### src/hdl/angle_map.svh
// Register offsets, field positions and timing constants of the host regs
`ifndef ANGLE_MAP_SVH
`define ANGLE_MAP_SVH
`define OFS_CH0_HIGH 3'h0
`define OFS_CH0_LOW 3'h1
`define OFS_CH1_HIGH 3'h2
`define OFS_CH1_LOW 3'h3
`define OFS_CTRL_HIGH 3'h4
`define OFS_CTRL_LOW 3'h5
`define BIT_LAMP_OFF 4
`define BIT_FIELD0 3
`define BIT_TEST0 2
`define BIT_FIELD1 1
`define BIT_TEST1 0
`define CTRL_RESET 5'h00
`define ANGLE_RESET 14'h0000
`define AM_SHORT_SUPER 6'h2D
`define AM_SHORT_USER 6'h29
`define DTACK_HOLD_CYCLES 2
`endif

### src/hdl/angle_pkg.sv
// Types shared by the angle converter host register files
`default_nettype none
package angle_pkg;
  typedef logic [13:0] angle_t;
  typedef struct packed {
    logic fail_lamp_off;
    logic field_route_chan0;
    logic testbus_route_chan0;
    logic field_route_chan1;
    logic testbus_route_chan1;
  } ctrl_s;
  typedef enum {ST_IDLE, ST_ACK, ST_WAIT} bus_state_e;
endpackage : angle_pkg
`default_nettype wire

### src/hdl/angle_converter_host_regs.sv
// Short I/O slave holding two angle words and the relay/lamp control
//
// What this block does
// - Respond only when A15..A3 match the base address switches.
// - Two angle registers; a write changes only its own channel.
// - Angle is 14-bit binary fraction of a turn; bit 13 is 180 deg.
// - Angle registers are write only; byte and word writes accepted.
// - Control bit 15 drives fail lamp; zero lights it.
// - Fail lamp is lit at power-up or system reset.
// - Reset clears every register bit, all relays drop.
// - Control bit 14 energizes channel 0 field relay.
// - Control bit 13 energizes channel 0 test bus relay.
// - Control bit 12 energizes channel 1 field relay.
// - Control bit 11 energizes channel 1 test bus relay.
// - Both test bus relays are never energized together.
// - The test relay set first keeps priority until released.
// - Answer short supervisory modifier; switch selects non-privileged.
// - Board occupies eight bytes of short I/O space.
`include "angle_map.svh"
`default_nettype none
module angle_converter_host_regs
  import angle_pkg::*;
  (
  input wire logic CLK,
  input wire logic RESETN,
  input wire logic [15:1] A,
  input wire logic [5:0] AM,
  input wire logic AS_N,
  input wire logic DS0_N,
  input wire logic DS1_N,
  input wire logic LWORD_N,
  input wire logic WRITE_N,
  input wire logic [15:0] D_IN,
  output logic [15:0] D_OUT,
  output logic D_OE,
  output logic DTACK_N_OUT,
  output logic DTACK_OE,
  input wire logic [15:3] BASE_SWITCH,
  input wire logic USER_AM_SWITCH,
  output logic [13:0] CHAN0_ANGLE_BITS,
  output logic [13:0] CHAN1_ANGLE_BITS,
  output logic FAIL_LAMP_OFF,
  output logic FIELD_ROUTE_CHAN0,
  output logic TESTBUS_ROUTE_CHAN0,
  output logic FIELD_ROUTE_CHAN1,
  output logic TESTBUS_ROUTE_CHAN1
  );

  ////////////////////////////////////////////////////////////////////////////
  // Pin synchronisation; address/data are read only after strobes settle
  logic [2:0] strb;
  logic as_s;
  logic ds0_s;
  logic ds1_s;

  pin_sync #(.WIDTH(3)) u_sync (
    .CLK(CLK),
    .RESETN(RESETN),
    .din({~AS_N, ~DS0_N, ~DS1_N}),
    .dout(strb)
  );
  assign as_s = strb[2];
  assign ds0_s = strb[1];
  assign ds1_s = strb[0];

  ////////////////////////////////////////////////////////////////////////////
  // Decode
  logic am_ok;
  logic hit;
  logic any_ds;

  assign am_ok = USER_AM_SWITCH ? (AM == `AM_SHORT_USER)
                                : (AM == `AM_SHORT_SUPER);
  assign any_ds = ds0_s | ds1_s;
  assign hit = as_s & any_ds & am_ok & LWORD_N
               & (A[15:3] == BASE_SWITCH);

  ////////////////////////////////////////////////////////////////////////////
  // Registers and bus state
  bus_state_e state;
  bus_state_e next_state;
  angle_t ang0;
  angle_t ang1;
  ctrl_s ctrl;
  angle_t next_ang0;
  angle_t next_ang1;
  ctrl_s next_ctrl;
  logic [15:0] next_d_out;
  logic [15:0] d_out_r;
  logic dt;
  logic next_dt;
  logic rd;
  logic next_rd;

  always_comb
  begin
    next_state = state;
    next_ang0 = ang0;
    next_ang1 = ang1;
    next_ctrl = ctrl;
    next_d_out = d_out_r;
    next_dt = dt;
    next_rd = rd;
    case (state)
      ST_IDLE:
      begin
        if (hit)
        begin
          next_state = ST_ACK;
          next_dt = 1'b1;
          next_rd = WRITE_N;
          next_d_out = 16'h0000;
          if (!WRITE_N)
          begin
            // Upper lane D15..D8 pairs with even offset
            if (A[2:1] == 2'b00)
            begin
              if (ds1_s) next_ang0[13:8] = D_IN[13:8];
              if (ds0_s) next_ang0[7:0] = D_IN[7:0];
            end
            else if (A[2:1] == 2'b01)
            begin
              if (ds1_s) next_ang1[13:8] = D_IN[13:8];
              if (ds0_s) next_ang1[7:0] = D_IN[7:0];
            end
            else if (A[2:1] == 2'b10 && ds1_s)
            begin
              next_ctrl.fail_lamp_off = D_IN[15];
              next_ctrl.field_route_chan0 = D_IN[14];
              next_ctrl.field_route_chan1 = D_IN[12];
              // First-set test relay locks out the other
              next_ctrl.testbus_route_chan0 = D_IN[13]
                & ~(ctrl.testbus_route_chan1 & D_IN[11]);
              next_ctrl.testbus_route_chan1 = D_IN[11]
                & ~(D_IN[13] & ~ctrl.testbus_route_chan1)
                & ~(ctrl.testbus_route_chan0 & D_IN[13]);
            end
          end
          else if (A[2:1] == 2'b10)
            next_d_out = {ctrl, 11'h000};
        end
      end
      ST_ACK:
      begin
        if (!any_ds)
        begin
          next_state = ST_IDLE;
          next_dt = 1'b0;
          next_rd = 1'b0;
        end
      end
      default:
        next_state = ST_IDLE;
    endcase
  end

  always_ff @(posedge CLK or negedge RESETN)
  begin
    if (!RESETN)
    begin
      state <= ST_IDLE;
      ang0 <= `ANGLE_RESET;
      ang1 <= `ANGLE_RESET;
      ctrl <= `CTRL_RESET;
      d_out_r <= 16'h0000;
      dt <= 1'b0;
      rd <= 1'b0;
    end
    else
    begin
      state <= next_state;
      ang0 <= next_ang0;
      ang1 <= next_ang1;
      ctrl <= next_ctrl;
      d_out_r <= next_d_out;
      dt <= next_dt;
      rd <= next_rd;
    end
  end

  ////////////////////////////////////////////////////////////////////////////
  // Outputs; DTACK is open collector style, driven low only
  assign D_OUT = d_out_r;
  assign D_OE = rd;
  assign DTACK_N_OUT = 1'b0;
  assign DTACK_OE = dt;
  assign CHAN0_ANGLE_BITS = ang0;
  assign CHAN1_ANGLE_BITS = ang1;
  assign FAIL_LAMP_OFF = ctrl.fail_lamp_off;
  assign FIELD_ROUTE_CHAN0 = ctrl.field_route_chan0;
  assign TESTBUS_ROUTE_CHAN0 = ctrl.testbus_route_chan0;
  assign FIELD_ROUTE_CHAN1 = ctrl.field_route_chan1;
  assign TESTBUS_ROUTE_CHAN1 = ctrl.testbus_route_chan1;
endmodule : angle_converter_host_regs
`default_nettype wire

### src/hdl/pin_sync.sv
// Three-flop synchroniser for asynchronous bus pins
`default_nettype none
module pin_sync
  #(parameter int WIDTH = 1)
  (
  input wire logic CLK,
  input wire logic RESETN,
  input wire logic [WIDTH-1:0] din,
  output logic [WIDTH-1:0] dout
  );
  logic [WIDTH-1:0] s1;
  logic [WIDTH-1:0] s2;
  logic [WIDTH-1:0] s3;
  logic [WIDTH-1:0] next_dout;

  always_comb
  begin
    next_dout = dout;
    // Accept a change only when the two settled stages agree
    for (int i = 0; i < WIDTH; i++)
    begin
      if (s2[i] == s3[i])
        next_dout[i] = s2[i];
    end
  end

  always_ff @(posedge CLK or negedge RESETN)
  begin
    if (!RESETN)
    begin
      s1 <= '0;
      s2 <= '0;
      s3 <= '0;
      dout <= '0;
    end
    else
    begin
      s1 <= din;
      s2 <= s1;
      s3 <= s2;
      dout <= next_dout;
    end
  end
endmodule : pin_sync
`default_nettype wire

### config.mk
export PLATFORM = sky130hd
export DESIGN_NAME = angle_converter_host_regs
export DESIGN_NICKNAME = d
export VERILOG_FILES = /design/src/hdl/angle_pkg.sv /design/src/hdl/angle_converter_host_regs.sv /design/src/hdl/pin_sync.sv
export VERILOG_INCLUDE_DIRS = /design/src /design/src/hdl
export SDC_FILE = /design/constraint.sdc
export NUM_CORES = 1
export LEC_CHECK = 0
export ABC_CLOCK_PERIOD_IN_PS = 2400
export BUFFER_PORTS_ARGS = -buffer_cell sky130_fd_sc_hd__buf_2
export CORE_MARGIN = 10
export CORE_UTILIZATION = 46
export CTS_CLUSTER_DIAMETER = 150
export CTS_CLUSTER_SIZE = 28
export DETAILED_ROUTE_END_ITERATION = 16
export PLACE_DENSITY = 0.76
export SETUP_SLACK_MARGIN = 0.1
export SYNTH_ARGS = -nofsm -noshare
export SYNTH_HDL_FRONTEND = slang
export SYNTH_SLANG_ARGS = --single-unit
### constraint.sdc
create_clock -name CLK -period 2.4 [get_ports CLK]
set_input_delay 0.24 -clock CLK [delete_from_list [all_inputs] [get_ports CLK]]
set_output_delay 0.24 -clock CLK [all_outputs]
set_load 0.005 [all_outputs]
# ---- After elaboration in Yosys (flattened, before gate mapping)
# Cells that the tools add are included.
# W data, S select, Z words.
dict set report word_totals {
  register_bits 95
  out_inout_bits 52
}
dict set report op_classes {
  eq_ne 11
  mux 11
  bitwise 21
  n_reduce_logical 12
}
# operator n
set op_table {}
lappend op_table {{$mux W32} 2}
lappend op_table {{$pmux W32 S2} 1}
lappend op_table {{$eq A32 B1 Y1 const B} 1}
lappend op_table {{$logic_not A32 Y1} 1}
lappend op_table {{$mux W16} 2}
lappend op_table {{$reduce_and A6 Y1} 3}
lappend op_table {{$eq A13 B13 Y1} 1}
lappend op_table {{$eq A6 B6 Y1 const B} 2}
lappend op_table {{$and A1 B1 Y1} 10}
lappend op_table {{$not A1 Y1} 10}
lappend op_table {{$reduce_and A5 Y1} 2}
lappend op_table {{$mux W1} 4}
lappend op_table {{$ne A2 B2 Y1 const B} 2}
lappend op_table {{$pmux W1 S2} 2}
lappend op_table {{$reduce_and A2 Y1} 2}
lappend op_table {{$eq A1 B1 Y1} 3}
lappend op_table {{$reduce_and A3 Y1} 1}
lappend op_table {{$eq A2 B1 Y1 const B} 1}
lappend op_table {{$eq A2 B2 Y1 const B} 1}
lappend op_table {{$logic_not A2 Y1} 1}
lappend op_table {{$reduce_bool A2 Y1} 1}
lappend op_table {{$logic_and A1 B1 Y1} 1}
lappend op_table {{$or A1 B1 Y1} 1}

# ---- Longest topological paths before layout
dict set report depth {
  word_depth 7
  ltp_mapped 5
  depth_no_buf 5
}

# ---- Hierarchy
# From an unflattened synthesis, not the netlist that was laid out.
dict set report hier_totals {
  cells_unflattened 169
  area_unflattened_um2 2306.0
}
# module n_inst cells_each area_per_inst_um2 seq_area_each_um2
set modules_own_cells {}
lappend modules_own_cells {angle_converter_host_regs 1 154 1971.9 1001.0}
lappend modules_own_cells {pin_sync 1 15 334.1 300.3}

# ---- Worst setup path before layout
# Ideal clock, no wire load.
dict set report synth_timing {
  kind {input -> register}
  startpoint {in AM[4]}
  endpoint {reg ang0[10], in the netlist CHAN0_ANGLE_BITS[10]}
  setup_ns 0.125
  arrival_time_ns 1.701
  setup_slack_ns 0.574
  cell_stages 5
  path_cell_list {nand3b_1 > nor4_4 > nand3_4 > nor4b_4 > mux2_2}
}
dict set report synth_via {
  elab_chain_len 6
  word_cells_on_any_way 7
  classes_between {2 x eq/ne; 1 x mux; 3 x bitwise; 1 x reduce/logical}
}
# element line
set synth_rtl {}
lappend synth_rtl {{start: declaration} angle_converter_host_regs.sv:27} ;# input wire logic [5:0] AM,
lappend synth_rtl {{$eq A6 B6 Y1 (no line)} n/a}
lappend synth_rtl {{$mux W1 (*)} angle_converter_host_regs.sv:72} ;# assign am_ok = USER_AM_SWITCH ? (AM == `AM_SHORT_USER)
lappend synth_rtl {{$and A1 B1 Y1 (*) (2 in a row)} angle_converter_host_regs.sv:75} ;# assign hit = as_s & any_ds & am_ok & LWORD_N
lappend synth_rtl {{$and A1 B1 Y1 (*)} angle_converter_host_regs.sv:76} ;# & (A[15:3] == BASE_SWITCH);
lappend synth_rtl {{$reduce_and A5 Y1 (no line) (*)} n/a}
lappend synth_rtl {{end signal: assignment} angle_converter_host_regs.sv:162} ;# ang0 <= `ANGLE_RESET;
lappend synth_rtl {{end signal: assignment} angle_converter_host_regs.sv:172} ;# ang0 <= next_ang0;
lappend synth_rtl {{end: declaration} angle_converter_host_regs.sv:82} ;# angle_t ang0;
# Every way passes the cells marked *; elsewhere a longest branch is shown, timed or not.
# A chain may end at the register's enable or synchronous reset.

# ---- Final worst setup path
dict set report layout_timing {
  startpoint {reg state[0]}
  endpoint {reg ang0[11], in the netlist CHAN0_ANGLE_BITS[11]}
}
dict set report layout_via {
  elab_chain_len 2
}
# element line
set layout_rtl {}
lappend layout_rtl {{start: declaration} angle_converter_host_regs.sv:80} ;# bus_state_e state;
lappend layout_rtl {{start signal: assignment} angle_converter_host_regs.sv:171} ;# state <= next_state;
lappend layout_rtl {{$logic_not A32 Y1} angle_converter_host_regs.sv:104} ;# case (state)
lappend layout_rtl {{$reduce_and A5 Y1 (no line)} n/a}
# Every way passes these cells.

==> metrics.csv <==
stage;metric;value;unit
power_and_ir_drop;switching_share;20.9;%
die;die_h;90.9;µm
power_and_ir_drop;clkPwrFrac;38.8;%
yosys;syn-cell-area;2310;µm²
yosys;synth_seq_cells;52;
global_routing;antenna_found_initial;0;
routing;remaining_drc_errors;0;
hold_path;min_path_type;in -> async;
worst_setup_path;cp_max_fo;8;
worst_setup_path;crit_required;2.60;ns
yosys;yosysSeqAreaShare;56.3;%
global_routing;grt_pass1_wl;8830;µm
routing;wl;5270;µm
finish;final_cell_mix;97 x buf_2, 52 x dfrtp_1, 31 x mux2_2, 13 x xor2_1, 12 x conb_1;
sta;rsz0062_at_grt;no;
die;initial_core_util;48.3;%
place;io_buffers;97;
sta;tightest_slew;0.630;ns
finish;post-route-util;62.1;%
finish;drive_gt1_share;53.8;%
yosys;synthCells;169;
power_and_ir_drop;internal_power;1.31;mW
sta;setup_violations;0;
die;ios;110;
global_routing;grt_max_degree;53;
sta;clock.fmax;493;MHz
clock_tree;ctsHoldBuffers;0;
yosys;ys_warn_count;0;
clock_tree;cts_tree;built;
yosys;avgSynthCellArea;13.7;µm²
clock_tree;clk_pin_slew;0.09;ns
yosys;async_flop_share;100;%
power_and_ir_drop;switchingPower;0.348;mW
routing;wl_per_cell;15.4;µm
power_and_ir_drop;power_frac_comb;7.3;%
yosys;synthTopCellsByArea;dfrtp_1 56%, mux2_2 15%, xor2_1 4.9%, buf_4 3.9%, mux2i_1 2.2%;
finish;layout_commonest_cell;buf_2;
sta;clock_skew;0.00724;ns
clock_tree;insertion_delay;0.30;ns
place;place_ws;0.269;ns
yosys;synth_enable_flop_cells;0;
finish;fin_cells;342;
finish;diodes;0;
sta;slew_headroom;57.4;%
die;row_count;25;
routing;ant_nets;0;
worst_setup_path;critPathLaunch;state[0]$_DFFE_PN0P_;
power_and_ir_drop;ir_worst_vdd;448;µV
sta;setup_tns;0;ns
sta;hold_viol;0;
clock_tree;root_buffer;clkbuf_8;
sta;fin_crit_sh;84.5;%
sta;finalMaxSlewViolations;0;
yosys;synth_flop_cell;dfrtp_1;
die;die_area;8260;µm²
place;gp_congestion;0.764;
clock_tree;cts_sinks;52;
routing;routed-via-count;1608;
clock_tree;clockBufferDepth;2;
worst_setup_path;cp-end-kind;flop;
power_and_ir_drop;powerDensity;559;nW/µm²
power_and_ir_drop;p_seq_share;53.9;%
worst_setup_path;startpoint_type;flop;
die;die_x;90.9;µm
outcome;status;finished, final reports clean;
yosys;synth_top_area_cell;dfrtp_1;
worst_setup_path;crit_type;reg -> reg;
global_routing;grt_pass1_vias;1853;
power_and_ir_drop;power_leakage;1.64;nW
yosys;synth_cell_types;36;
die;coreArea;4790;µm²
sta;setup_ws;0.373;ns
worst_setup_path;worst-endpoint-arrival;2.22;ns
finish;fin_nets;332;
place;hpwlAfterDp;4300;µm
sta;period_needed;2.03;ns
global_routing;track_usage;12.9;%
finish;area_growth;28.7;%
clock_tree;post_cts_buffers;0;
global_routing;grt.overflow.total;0;
place;dpl.cell_count;334;
job;cap_violations;0;
routing;dr.pass1.iters;4;
clock_tree;cts_resized;0;
routing;viasPerCell;4.70;
worst_setup_path;r2r_start;state[0]$_DFFE_PN0P_;
routing;drt-initial-drc-count;51;
yosys;synth_top_area_share;56.3;%
clock_tree;cts_max_level;2;
clock_tree;numCtsBuffers;5;
==> critical path, stage by stage, from the launching register on <==
cell and delay [ns]:
dfrtp_1 0.47, nor4b_1 0.57, nor4b_4 0.50, mux2_2 0.39
==> path summary, 6_finish.rpt <==
| check | to | slack [ns] | cells past startpoint |
|---|---|---|---|
| max reg2reg | CHAN0_ANGLE_BITS[11]$_DFFE_PN0P_ | 0.37 | 3 |
| min reg2reg | u_sync.s2[2]$_DFF_PN0_ | 0.37 | 0 |
| min | D_OUT[14]$_DFFE_PN0P_ | 0.03 | 2 |
| max in group asynchronous | u_sync.s2[0]$_DFF_PN0_ | 1.93 | 2 |
| max | CHAN0_ANGLE_BITS[11]$_DFFE_PN0P_ | 0.37 | 3 |
| min in group CLK | u_sync.s1[2]$_DFF_PN0_ | 0.07 | 2 |
==> synth_stat cells (all sizes together) (3+ instances only) <==
| cell | instances |
|---|---|
| dfrtp | 52 |
| mux2 | 32 |
| xor2 | 13 |
| buf | 12 |
| inv | 8 |
| nand2 | 8 |
| nand3 | 6 |
| mux2i | 5 |
| nor3 | 5 |
| maj3 | 3 |
| nor4 | 3 |
==> cell families after synthesis <==
group           count (synthesis)  share of synthesized area, %
simple gates                   37                          12.5
buf+inv                        20                          5.20
flops                          52                          56.3
other cells                     1                         0.162
fa+ha+maj                       3                          1.30
xor+xnor                       14                          5.31
mux                            37                          17.8
compound gates                  5                          1.41
==> registers in the layout (all words and copies together), names as in the netlist, 3 cells and up <==
| register | cells |
|---|---|
| CHAN1_ANGLE_BITS | 14 |
| u_sync.s2 | 3 |
| u_sync.s3 | 3 |
| CHAN0_ANGLE_BITS | 14 |
| u_sync.dout | 3 |
| D_OUT | 5 |
| u_sync.s1 | 3 |
==> stage by stage <==
step	power [mW]	cell area [µm²]	hold WS (ns)
3_5_place_dp	1.04	2850	0.350
6_report	1.66	2970	0.0276
2_1_floorplan	0.969	2350	-0.0556
3_3_place_gp	1.03	2850	0.332
5_1_grt	1.73	2970	0.0698
4_1_cts	1.68	2970	0.0556
==> power groups by stage <==
stage / combinational [mW] / clock [mW] / sequential (mW)
finish: 0.121 / 0.644 / 0.895
global route: 0.139 / 0.689 / 0.897
CTS: 0.123 / 0.659 / 0.895
detailed placement: 0.123 / 0 / 0.913
global placement: 0.119 / 0 / 0.912
floorplan: 0.0583 / 0 / 0.911
==> area by class of cell <==
type	instances	area, µm²
fill	414	1810
clock buffer	7	96.3
tap	67	83.8
sequential	52	1300
clock inverter	1	30.0
inverter	8	30.0
multi-input combinational	108	930
timing repair buffer	99	500
==> layer usage <==
| metal | wire length [µm] | up-vias | part of all wire [%] | global-route usage [%] |
|---|---|---|---|---|
| met3 | 410 | 5 | 7.8 | 5.07 |
| met1 | 2070 | 777 | 39 | 14.7 |
| met4 | 44 | 0 | 0.84 | 3.92 |
| li1 | - | 769 | - | - |
| met5 | 0 | - | 0 | 0 |
| met2 | 2740 | 57 | 52 | 21.8 |
Power figures use the tool's default switching activity.
